## src/core/eepi2c_pkg.sv

```systemverilog
// Shared constants of the serial EEPROM two-wire slave front end
package eepi2c_pkg;

  // Fixed four-bit device type code at the top of the address byte
  localparam logic [3:0] EEPI2C_TYPE_CODE = 4'hA;
  // Direction bit values
  localparam logic EEPI2C_DIR_READ = 1'b1;
  localparam logic EEPI2C_DIR_WRITE = 1'b0;
  // Memory address width of the larger variant, page size in bytes
  localparam int EEPI2C_ADDR_W = 15;
  localparam int EEPI2C_PAGE_BYTES = 64;
  // Bit slots of one byte, count of the last data bit
  localparam logic [3:0] EEPI2C_BITS_PER_BYTE = 4'h8;
  localparam logic [3:0] EEPI2C_LAST_TX_BIT = 4'h7;
  // Byte slot index after the address byte: high, low, then data
  localparam logic [1:0] EEPI2C_SLOT_ADDR_HI = 2'h0;
  localparam logic [1:0] EEPI2C_SLOT_ADDR_LO = 2'h1;
  localparam logic [1:0] EEPI2C_SLOT_DATA = 2'h2;
  // Timing: system clock period and longest programming cycle
  localparam int EEPI2C_CLK_PERIOD_NS = 5;
  localparam int EEPI2C_TWC_MAX_NS = 10000000;
  // Longest time rounds down to whole cycles
  localparam int EEPI2C_TWC_CYCLES = EEPI2C_TWC_MAX_NS / EEPI2C_CLK_PERIOD_NS;

endpackage

```

## src/core/eepi2c_page_buf.sv

```systemverilog
// Page data latches: small memory with registered read data
`timescale 1ns/1ps
module eepi2c_page_buf
  import eepi2c_pkg::*;
#(
  parameter int DATA_W = 8,
  parameter int DEPTH = EEPI2C_PAGE_BYTES
)
(
  input wire logic clk,
  input wire logic wr_en,
  input wire logic [$clog2(DEPTH)-1:0] wr_addr,
  input wire logic [DATA_W-1:0] wr_data,
  input wire logic [$clog2(DEPTH)-1:0] rd_addr,
  output logic [DATA_W-1:0] rd_data_ff
);

  // Storage array, no reset needed for data
  logic [DATA_W-1:0] mem_ff [DEPTH];

  // Refuse shapes the address decode cannot serve
  if (DEPTH < 2 || (DEPTH & (DEPTH - 1)) != 0)
  begin : g_chk_depth
    $error("page buffer depth must be a power of two");
  end

  ////////////////////////////////////////////////////////////////////////////
  // Write port
  always_ff @(posedge clk)
  begin
    if (wr_en)
    begin
      mem_ff[wr_addr] <= wr_data;
    end
  end

  // Read port, data comes out of a register
  always_ff @(posedge clk)
  begin
    rd_data_ff <= mem_ff[rd_addr];
  end

endmodule

```

## src/core/eepi2c_slave.sv

```systemverilog
// Two-wire slave front end of a serial byte-addressed EEPROM
`timescale 1ns/1ps
module eepi2c_slave
  import eepi2c_pkg::*;
#(
  parameter int ADDR_W = EEPI2C_ADDR_W,
  parameter int PAGE_BYTES = EEPI2C_PAGE_BYTES,
  parameter int TWC_CYCLES = EEPI2C_TWC_CYCLES
)
(
  input wire logic sys_clk,
  input wire logic rstn,
  input wire logic scl_in,
  input wire logic sda_in,
  output logic sda_out_ff,
  output logic sda_oe_n_ff,
  input wire logic [2:0] chip_sel,
  input wire logic write_protect,
  output logic [ADDR_W-1:0] mem_rd_addr_ff,
  input wire logic [7:0] mem_rd_data,
  output logic mem_wr_en_ff,
  output logic [ADDR_W-1:0] mem_wr_addr_ff,
  output logic [7:0] mem_wr_data,
  output logic prog_busy_ff
);

  localparam int PW = $clog2(PAGE_BYTES);

  // Refuse values the logic cannot serve
  if (ADDR_W < 9 || ADDR_W > 16 || PAGE_BYTES > (1 << ADDR_W) || TWC_CYCLES < PAGE_BYTES + 2)
  begin : g_chk_par
    $error("unsupported address width, page size or cycle count");
  end

  // Protocol states
  typedef enum logic [6:0] {
    ST_IDLE = 7'b0000001,
    ST_DEVADR = 7'b0000010,
    ST_ACK = 7'b0000100,
    ST_RX = 7'b0001000,
    ST_TX = 7'b0010000,
    ST_MACK = 7'b0100000,
    ST_PROG = 7'b1000000
  } eepi2c_state_e;

  ////////////////////////////////////////////////////////////////////////////
  // Reset release and input synchronisers
  logic [1:0] rst_sync_ff; // Reset release pipe
  logic rst_n; // Synchronised power-up reset, low active
  logic scl_meta_ff, scl_ff, scl_d_ff; // Clock pin sync and history
  logic sda_meta_ff, sda_ff, sda_d_ff; // Data pin sync and history
  logic [2:0] cs_meta_ff, cs_ff; // Select pins
  logic wp_meta_ff, wp_ff; // Write protect pin

  // Release reset through two flops
  always_ff @(posedge sys_clk or negedge rstn)
  begin
    if (!rstn)
      rst_sync_ff <= 2'h0;
    else
      rst_sync_ff <= {rst_sync_ff[0], 1'b1};
  end
  assign rst_n = rst_sync_ff[1];

  // Two flops per pin, a third stage on clock and data only for edge finding
  always_ff @(posedge sys_clk or negedge rst_n)
  begin
    if (!rst_n)
    begin
      {scl_meta_ff, scl_ff, scl_d_ff} <= 3'h7;
      {sda_meta_ff, sda_ff, sda_d_ff} <= 3'h7;
      cs_meta_ff <= 3'h0;
      cs_ff <= 3'h0;
      wp_meta_ff <= 1'b0;
      wp_ff <= 1'b0;
    end
    else
    begin
      {scl_meta_ff, scl_ff, scl_d_ff} <= {scl_in, scl_meta_ff, scl_ff};
      {sda_meta_ff, sda_ff, sda_d_ff} <= {sda_in, sda_meta_ff, sda_ff};
      cs_meta_ff <= chip_sel;
      cs_ff <= cs_meta_ff;
      wp_meta_ff <= write_protect;
      wp_ff <= wp_meta_ff;
    end
  end

  ////////////////////////////////////////////////////////////////////////////
  // Bus events
  logic scl_rise, scl_fall, start_det, stop_det;
  assign scl_rise = scl_ff & ~scl_d_ff;
  assign scl_fall = ~scl_ff & scl_d_ff;
  // Data edges while the clock stays high
  assign start_det = scl_ff & scl_d_ff & sda_d_ff & ~sda_ff;
  assign stop_det = scl_ff & scl_d_ff & ~sda_d_ff & sda_ff;

  eepi2c_state_e state_ff; // Protocol state
  logic [3:0] bit_cnt_ff; // Bits of the current byte
  logic [7:0] shift_ff; // Receive and transmit shifter
  logic dir_ff; // Direction of current transfer
  logic [1:0] slot_ff; // Byte slot within a write transfer
  logic [7:0] addr_hi_ff; // Held high address byte
  logic mack_ff; // Master acknowledge seen
  logic stop_ok_ff; // In the clock period after an acknowledge
  logic wr_pend_ff; // Data bytes taken since the address byte
  logic [ADDR_W-1:0] addr_ff; // Internal address counter
  logic [PW:0] page_cnt_ff; // Buffered byte count
  logic [ADDR_W-1:0] base_ff; // First buffered location
  logic [PW:0] prog_idx_ff; // Next byte to hand to the array
  logic [31:0] twc_cnt_ff; // Programming cycle timer
  logic [PW-1:0] buf_rd_addr;

  // Events decoded from state
  logic byte_in_done, dev_match, data_rx, addr_lo_rx, tx_load, tx_done, prog_go, prog_end;
  assign byte_in_done = scl_fall && bit_cnt_ff == EEPI2C_BITS_PER_BYTE
                        && (state_ff == ST_DEVADR || state_ff == ST_RX);
  // Type code and select bits must both match
  assign dev_match = shift_ff[7:4] == EEPI2C_TYPE_CODE && shift_ff[3:1] == cs_ff;
  assign addr_lo_rx = byte_in_done && state_ff == ST_RX && slot_ff == EEPI2C_SLOT_ADDR_LO;
  assign data_rx = byte_in_done && state_ff == ST_RX && slot_ff == EEPI2C_SLOT_DATA;
  // Load a byte after our acknowledge of a read, or after a master acknowledge
  assign tx_load = scl_fall && ((state_ff == ST_ACK && dir_ff == EEPI2C_DIR_READ)
                   || (state_ff == ST_MACK && mack_ff));
  assign tx_done = scl_fall && state_ff == ST_TX && bit_cnt_ff == EEPI2C_LAST_TX_BIT;
  // Programming needs data, a stop in the tenth clock, and no protection
  assign prog_go = stop_det && state_ff != ST_PROG && wr_pend_ff && stop_ok_ff && !wp_ff;
  assign prog_end = twc_cnt_ff == 32'(TWC_CYCLES - 1);

  ////////////////////////////////////////////////////////////////////////////
  // Protocol state, shifter and data line drive
  always_ff @(posedge sys_clk or negedge rst_n)
  begin
    if (!rst_n) // Every command ignored while reset holds
    begin
      state_ff <= ST_IDLE;
      bit_cnt_ff <= 4'h0;
      shift_ff <= 8'h00;
      dir_ff <= EEPI2C_DIR_WRITE;
      slot_ff <= EEPI2C_SLOT_ADDR_HI;
      addr_hi_ff <= 8'h00;
      mack_ff <= 1'b0;
      stop_ok_ff <= 1'b0;
      wr_pend_ff <= 1'b0;
      sda_oe_n_ff <= 1'b1;
    end
    else if (state_ff == ST_PROG)
    begin
      // All bus inputs ignored, so polls get no acknowledge
      sda_oe_n_ff <= 1'b1;
      wr_pend_ff <= 1'b0;
      if (prog_end)
        state_ff <= ST_IDLE;
    end
    else if (stop_det)
    begin
      // Back to standby, or into the timed cycle
      state_ff <= prog_go ? ST_PROG : ST_IDLE;
      sda_oe_n_ff <= 1'b1;
      wr_pend_ff <= 1'b0;
    end
    else if (start_det)
    begin
      // Start or repeated start, no stop needed before a read
      state_ff <= ST_DEVADR;
      bit_cnt_ff <= 4'h0;
      slot_ff <= EEPI2C_SLOT_ADDR_HI;
      sda_oe_n_ff <= 1'b1;
      stop_ok_ff <= 1'b0;
      wr_pend_ff <= 1'b0;
    end
    else
    begin
      unique case (state_ff)
        ST_IDLE:
        begin
          sda_oe_n_ff <= 1'b1;
        end
        ST_DEVADR, ST_RX:
        begin
          if (scl_rise)
          begin
            // Shift in on the rising edge
            shift_ff <= {shift_ff[6:0], sda_ff};
            bit_cnt_ff <= bit_cnt_ff + 4'h1;
          end
          else if (byte_in_done)
          begin
            if (state_ff == ST_DEVADR && !dev_match)
              state_ff <= ST_IDLE; // Not ours: no acknowledge
            else
            begin
              state_ff <= ST_ACK;
              sda_oe_n_ff <= 1'b0; // Acknowledge every byte taken
            end
            if (state_ff == ST_DEVADR)
              dir_ff <= shift_ff[0];
            else if (slot_ff == EEPI2C_SLOT_ADDR_HI)
              addr_hi_ff <= shift_ff; // High byte first
            if (state_ff == ST_RX && slot_ff != EEPI2C_SLOT_DATA)
              slot_ff <= slot_ff + 2'h1;
            if (data_rx)
              wr_pend_ff <= 1'b1;
          end
          if (scl_fall)
            stop_ok_ff <= 1'b0; // Tenth clock window closes at its fall
        end
        ST_ACK:
        begin
          if (scl_fall)
          begin
            bit_cnt_ff <= 4'h0;
            if (dir_ff == EEPI2C_DIR_READ)
            begin
              state_ff <= ST_TX;
              shift_ff <= mem_rd_data; // Byte at the counter
              sda_oe_n_ff <= mem_rd_data[7]; // MSB first, release for one
            end
            else
            begin
              state_ff <= ST_RX;
              sda_oe_n_ff <= 1'b1;
              stop_ok_ff <= 1'b1; // Stop may now start programming
            end
          end
        end
        ST_TX:
        begin
          if (tx_done)
          begin
            state_ff <= ST_MACK;
            sda_oe_n_ff <= 1'b1; // Release for the master acknowledge
          end
          else if (scl_fall)
          begin
            // Next bit on the falling edge
            shift_ff <= {shift_ff[6:0], 1'b0};
            bit_cnt_ff <= bit_cnt_ff + 4'h1;
            sda_oe_n_ff <= shift_ff[6];
          end
        end
        ST_MACK:
        begin
          if (scl_rise)
            mack_ff <= ~sda_ff;
          else if (tx_load)
          begin
            state_ff <= ST_TX; // Master wants more
            bit_cnt_ff <= 4'h0;
            shift_ff <= mem_rd_data;
            sda_oe_n_ff <= mem_rd_data[7];
          end
          else if (scl_fall)
            state_ff <= ST_IDLE; // No acknowledge: standby
        end
        default:
        begin
          state_ff <= ST_IDLE;
          sda_oe_n_ff <= 1'b1;
        end
      endcase
    end
  end

  ////////////////////////////////////////////////////////////////////////////
  // Address counter and read address to the array
  always_ff @(posedge sys_clk or negedge rst_n)
  begin
    if (!rst_n)
    begin
      addr_ff <= '0;
      mem_rd_addr_ff <= '0;
    end
    else
    begin
      if (addr_lo_rx)
        // Load from both bytes; unused top bits dropped
        addr_ff <= ADDR_W'({addr_hi_ff, shift_ff});
      else if (data_rx || tx_done)
        // Last location plus one, wraps to zero
        addr_ff <= addr_ff + 1'b1;
      mem_rd_addr_ff <= addr_ff;
    end
  end

  ////////////////////////////////////////////////////////////////////////////
  // Page fill bookkeeping
  always_ff @(posedge sys_clk or negedge rst_n)
  begin
    if (!rst_n)
    begin
      page_cnt_ff <= '0;
      base_ff <= '0;
    end
    else if (start_det && state_ff != ST_PROG)
      page_cnt_ff <= '0;
    else if (data_rx)
    begin
      if (page_cnt_ff == '0)
        base_ff <= addr_ff;
      if (page_cnt_ff != (PW+1)'(PAGE_BYTES))
        page_cnt_ff <= page_cnt_ff + 1'b1; // Up to one page
    end
  end

  // Latch each data byte at its place in the page
  eepi2c_page_buf #(
    .DATA_W(8),
    .DEPTH(PAGE_BYTES)
  ) u_page_buf (
    .clk(sys_clk),
    .wr_en(data_rx),
    .wr_addr(addr_ff[PW-1:0]),
    .wr_data(shift_ff),
    .rd_addr(buf_rd_addr),
    .rd_data_ff(mem_wr_data)
  );

  ////////////////////////////////////////////////////////////////////////////
  // Programming cycle: hand buffered bytes to the array, then time out
  logic [ADDR_W-1:0] prog_addr;
  logic prog_rd;
  assign prog_addr = base_ff + ADDR_W'(prog_idx_ff);
  assign buf_rd_addr = prog_addr[PW-1:0];
  assign prog_rd = state_ff == ST_PROG && prog_idx_ff != page_cnt_ff;

  always_ff @(posedge sys_clk or negedge rst_n)
  begin
    if (!rst_n)
    begin
      prog_idx_ff <= '0;
      twc_cnt_ff <= 32'h0;
      mem_wr_en_ff <= 1'b0;
      mem_wr_addr_ff <= '0;
      prog_busy_ff <= 1'b0;
    end
    else
    begin
      // Write strobe follows the buffer read by one cycle
      mem_wr_en_ff <= prog_rd;
      mem_wr_addr_ff <= prog_addr;
      if (state_ff != ST_PROG)
      begin
        prog_idx_ff <= '0;
        twc_cnt_ff <= 32'h0;
      end
      else
      begin
        if (prog_rd)
          prog_idx_ff <= prog_idx_ff + 1'b1;
        if (!prog_end)
          twc_cnt_ff <= twc_cnt_ff + 32'h1; // Bounded cycle length
      end
      prog_busy_ff <= prog_go || (state_ff == ST_PROG && !prog_end);
    end
  end

  // Data line only ever pulled low
  always_ff @(posedge sys_clk or negedge rst_n)
  begin
    if (!rst_n)
      sda_out_ff <= 1'b0;
    else
      sda_out_ff <= 1'b0;
  end

endmodule

```

## config.mk

```make
export PLATFORM = sky130hd
export DESIGN_NAME = eepi2c_slave
export DESIGN_NICKNAME = d
export VERILOG_FILES = /design/src/core/eepi2c_pkg.sv /design/src/core/eepi2c_page_buf.sv /design/src/core/eepi2c_slave.sv
export SDC_FILE = /design/constraint.sdc
export NUM_CORES = 1
export LEC_CHECK = 0
export BUFFER_PORTS_ARGS = -buffer_cell sky130_fd_sc_hd__buf_2
export CORE_MARGIN = 4
export CORE_UTILIZATION = 41
export DETAILED_ROUTE_END_ITERATION = 16
export PLACE_DENSITY_LB_ADDON = 0.1
export SYNTH_ARGS = -nofsm -noshare
export SYNTH_HDL_FRONTEND = slang
export SYNTH_SLANG_ARGS = --single-unit
```

## constraint.sdc

```tcl
create_clock -name sys_clk -period 10.05 [get_ports sys_clk]
set_input_delay 0.5025 -clock sys_clk [delete_from_list [all_inputs] [get_ports sys_clk]]
set_output_delay 0.5025 -clock sys_clk [all_outputs]
set_load 0.03 [all_outputs]
```

After elaboration in Yosys (flattened, before gate mapping)

Memories as Yosys holds them, arrays and structs flattened. A register that Yosys moved wholly into a read port is not among the register bits.
Cells that the tools add are included.

Logic and storage cells: 229
Input bits: 16
Bits in writable memories: 512
Latch bits: 0
Output and inout bits: 42
Bits in read-only memories: 0
Memories: 1
Bits in registers: 157

Memory list:

| name              | words | width | read ports | clocked after memory_dff | wr ports | RTL line              | source |
|---|---|---|---|---|---|---|---|
| u_page_buf.mem_ff | 64    | 8     | 1          | 1                        | 1        | eepi2c_page_buf.sv:19 | `logic [DATA_W-1:0] mem_ff [DEPTH];` |

Multiply operators: 0
Muxes and demuxes: 72
Add/sub/neg operators: 7
Divide/modulo/power cells: 0
Equal/unequal tests: 47
$lt $le $gt $ge: 0
Shift operators: 0
Reduce and logical (&&, ||, !) cells: 55
Bitwise logic cells: 17

Operators by type and width:

| cell                  | count |
|---|---|
| $mux 7                | 17 |
| $mux 32               | 2 |
| $mux 8                | 7 |
| $pmux 7 s5            | 1 |
| $add 32x1->32 const B | 1 |
| $eq 32x21->1 const B  | 1 |
| $pmux 8 s4            | 1 |
| $mux 15               | 2 |
| $mux 4                | 7 |
| $mux 1                | 25 |
| $ne 3x3->1 const B    | 8 |
| $logic_and 1x1->1     | 20 |
| $ne 5x4->1 const B    | 4 |
| $ne 2x2->1 const B    | 9 |
| $pmux 4 s4            | 1 |
| $reduce_and 8->1      | 2 |
| $reduce_bool 4->1     | 4 |
| $add 15x1->15 const B | 1 |
| $add 15x7->15         | 1 |
| $ne 5x5->1 const B    | 3 |
| $add 7x1->7 const B   | 2 |
| $ne 7x7->1 const B    | 2 |
| $reduce_and 7->1      | 2 |
| $reduce_bool 2->1     | 7 |
| 40 further kinds      | 68 |

Longest topological paths before layout

Word-level depth: 13
Depth in mapped cells: 9

Cells and area by module

From an unflattened synthesis, not the netlist that was laid out.

Cell total of the unflattened synthesis: 1670
Area, all modules: 27656.5 sq um

By module, submodules not included:

| module          | times used | cells an instance | area each (sq um) | sequential area each (sq um) |
|---|---|---|---|---|
| eepi2c_page_buf | 1          | 972               | 20190.6           | 15534.9 |
| eepi2c_slave    | 1          | 698               | 7465.9            | 3938.8 |

Worst setup path after synthesis

Ideal clock, no wire load.

Kind: register -> register
Start point: register prog_idx_ff[0]
End point: register u_page_buf.rd_data_ff[6] (read register of u_page_buf.mem_ff)
Stages on the path, launching flop included: 8
Slack: 7069 ps
Clock period less this slack: 2981 ps
Arrival: 2858 ps
Cells stage by stage: dfrtp_1 ha_1 fa_1 xnor2_1 clkbuf_1 mux4_2 mux2i_1 mux2i_1

Word-level cells in the longest chain between the ends: 1

Ends and longest elaborated chain:

| element                  | RTL line              | source |
|---|---|---|
| start: declaration       | eepi2c_slave.sv:109   | `logic [PW:0] prog_idx_ff;` |
| start signal: assignment | eepi2c_slave.sv:349   | `prog_idx_ff <= prog_idx_ff + 1'b1;` |
| $add 15x7->15            | eepi2c_slave.sv:322   | `assign prog_addr = base_ff + ADDR_W'(prog_idx_ff);` |
| end: declaration         | eepi2c_page_buf.sv:15 | `output logic [DATA_W-1:0] rd_data_ff` |

Every way passes these cells.
A chain may end at the register's enable or synchronous reset.

Final worst setup path

Start point: register prog_idx_ff[0]
End point: register u_page_buf.rd_data_ff[1] (read register of u_page_buf.mem_ff)

Word-level cells in the longest chain between the ends: 1

Ends and longest elaborated chain:

| element          | RTL line            | source |
|---|---|---|
| $add 15x7->15    | eepi2c_slave.sv:322 |  |
| net prog_addr[1] | eepi2c_slave.sv:320 | `logic [ADDR_W-1:0] prog_addr;` |

The timed path passes the listed nets, and every way through them passes these cells.

==> impl_metrics.env <==
export IMPL_synth_cell_area_sq_um=27510
export IMPL_pwr_share_comb_pct=7.7
export IMPL_cts_reportedPaths_clkPinSlew_ns=0.06
export IMPL_synth_edf_count=512
export IMPL_synth_top_flop_cell="edfxtp_1"
export IMPL_slew_limit_headroom_pct=17.94
export IMPL_fp_dieArea_sq_um=71300
export IMPL_worstPathMaxFanout=65
export IMPL_crit_buf_inv=1
export IMPL_grt_pass1_vias=14440
export IMPL_rows=94
export IMPL_worstSetupPathType="reg -> reg"
export IMPL_fin_worst_skew_ns=0.02031
export IMPL_power_density_nw_per_um2=204.5
export IMPL_fp_coreArea_sq_um=66100
export IMPL_area_growth_pct=13.26
export IMPL_r2r_cells=7
export IMPL_tightest_slew_ns=1.226
export IMPL_layout_common_cells="edfxtp_1, mux4_2, nor2_1"
export IMPL_diodes=0
export IMPL_switching_share_pct=23.46
export IMPL_crit_cells=7
export IMPL_yosysWarnings=0
export IMPL_layout_nets=1679
export IMPL_via_per_inst=5.527
export IMPL_drive_above_1_share_pct=24.59
export IMPL_ctsLongestPathBuffers=3
export IMPL_period_share_pct=42.73
export IMPL_pwr_share_seq_pct=52.9
export IMPL_vias=14170
export IMPL_numCtsBuffers=73
export IMPL_critPathLaunchType="flip-flop"
export IMPL_fin_setup_tns_ns=0
export IMPL_cts_sinks=677
export IMPL_cts_tree="done"
export IMPL_rsz0062_at_grt="false"
export IMPL_grt_usage_pct=18.52
export IMPL_numPortBuffers=56
export IMPL_fin_ws_ns=5.756
export IMPL_power_switching_mw=1.495
export IMPL_wl_per_cell_um=25.32
export IMPL_route_detailed_drc=0
export IMPL_p_clk_share_pct=39.5
export IMPL_slowest_stage="fa_4"
export IMPL_synthCells=1547
export IMPL_dp_worst_setup_slack_ns=5.675
export IMPL_ys_ff_latch=677
export IMPL_fmax_mhz=232.9
export IMPL_worst_hold_slack_ns=0.2031
export IMPL_first_iter_violations=1353
export IMPL_gp_congestion=0.7982
export IMPL_grt_pass1_wl_um=97280
export IMPL_drt_pass1_iter_count=5
export IMPL_final_common_cell="edfxtp_1"
export IMPL_worstHoldPathType="in -> reg"
export IMPL_io_pins=58
export IMPL_status="finished, final reports clean"
export IMPL_cts_htree_levels=3
export IMPL_fp_dieH_um=267.0
export IMPL_gr_total_overflow=0
export IMPL_setup_violations=0
export IMPL_internal_power_mw=4.875
export IMPL_cp_cell_sequence="ha_4 -> fa_4 -> buf_4 -> mux4_2 -> mux4_2 -> mux2i_1 -> mux2i_1"
export IMPL_final_hold_violation_count=0
export IMPL_synth_avg_cell_area_sq_um=17.78
export IMPL_syn_nets=1581
export IMPL_period_minus_slack_ns=4.294
export IMPL_finalMaxSlewViolations=0
export IMPL_vdd_drop_max_uv=225.2
export IMPL_required_ns=10.50
export IMPL_cts_root_buf="clkbuf_16"
export IMPL_ys_async_sr_fraction_pct=23.19
export IMPL_post_cts_buffers=0
export IMPL_clkLatencyLatePin_ns=0.60
export IMPL_route_final_wire_length_um=64920
export IMPL_dieWidth_um=267.0
export IMPL_drv_cap=0
export IMPL_crit_family="multiplexers"
export IMPL_grt_antenna_before_repair=0
export IMPL_crit_path_max_incr_delay_ns=1.11
export IMPL_hpwlAfterDp_um=38640
export IMPL_synth_cell_types=78
export IMPL_arrival_ns=4.75
export IMPL_grt_max_degree=95
export IMPL_endpoint_kind="flip-flop"
export IMPL_hold_depth=3
export IMPL_leakage_nw=10.52
export IMPL_yosysSeqAreaShare_pct=70.80
export IMPL_drt_antenna_violating_nets=0
export IMPL_start_util_pct=41.61
-- timing repair --
item / in CTS / in global routing
hold endpoints to repair: 8 / 0
resized for setup: 0 / 0
hold buffers: 7 / 0
-- cells in the mapped netlist, types with 24 or more instances --
cell type	n	area share [%]
nor3_1	24	0.44
mux2_2	28	1.1
mux4_2	160	13
xnor2_1	43	1.4
nand2_1	47	0.64
edfxtp_1	512	56
dfrtp_1	149	14
clkbuf_1	45	0.61
mux2i_1	31	1.1
nand3_1	31	0.56
nor2_1	156	2.1
a21oi_1	35	0.64
xor2_1	30	0.96
-- sequential cells by signal, summed over array words and instances (netlist names), 4 cells and up --
signal	flops
mem_wr_addr_ff	15
state_ff	7
u_page_buf.mem_ff	512
shift_ff	8
bit_cnt_ff	4
addr_hi_ff	7
base_ff	15
page_cnt_ff	7
mem_rd_addr_ff	15
twc_cnt_ff	32
addr_ff	15
prog_idx_ff	7
u_page_buf.rd_data_ff	8
-- worst paths after layout --
path                                                 end  slack, ns      startpoint
worst min register to register        mem_wr_addr_ff[14]       0.31  rst_sync_ff[1]
min in group asynchronous                 rst_sync_ff[0]       0.22            rstn
worst max-delay path            u_page_buf.rd_data_ff[1]       5.76  prog_idx_ff[0]
worst max register to register  u_page_buf.rd_data_ff[1]       5.76  prog_idx_ff[0]
max in group asynchronous                    shift_ff[3]       8.41  rst_sync_ff[1]
worst min-delay path                         shift_ff[6]       0.20  mem_rd_data[6]
-- kinds of logic after synthesis --
kind of cell             share of synthesized area, %
flip-flops                                      70.80
buffers and inverters                           1.401
multiplexers                                    15.76
other                                         0.02730
AO/OA/AOI/OAI                                   2.247
XOR/XNOR                                        2.324
AND/OR/NAND/NOR                                 6.600
adder cells (fa/ha/maj)                        0.8461
-- tightest hold or removal path, delay by kind of cell --
kind                   cells  cell delay (ns)
buffers and inverters      1             0.07
muxes                      2             0.17
-- cell type report --
type,count,area (sq um)
clock inverter,26,163.9
clock buffer,104,2057
sequential,677,19490
tap,864,1081
multi-input combinational,776,7687
fill,5650,34940
timing repair buffer,93,588.1
inverter,24,90.09
-- metal layers --
layer	share of wire (%)	vias up	global-route usage [%]
met1	47	7503	28.10
met5	0	-	0
met4	1.7	0	4.869
li1	-	6244	-
met2	46	355	28.14
met3	4.7	70	3.088
-- power by group through the flow --
stage	logic (mW)	clock network [mW]	registers [mW]
6_report	0.489	2.51	3.37
2_1_floorplan	0.117	0	3.57
5_1_grt	0.542	2.72	3.37
3_5_place_dp	0.507	0	3.42
4_1_cts	0.507	2.59	3.37
3_3_place_gp	0.495	0	3.42
-- metrics by stage --
step,cells,util (%),total power [mW],instance area [sq um]
6_report,2564,47.13,6.370,31150
5_1_grt,2564,47.13,6.633,31150
4_1_cts,2564,47.13,6.466,31150
3_5_place_dp,2427,43.67,3.932,28860
3_3_place_gp,2427,43.67,3.918,28860
2_1_floorplan,1547,-,3.685,27510
Power figures use the tool's default switching activity.
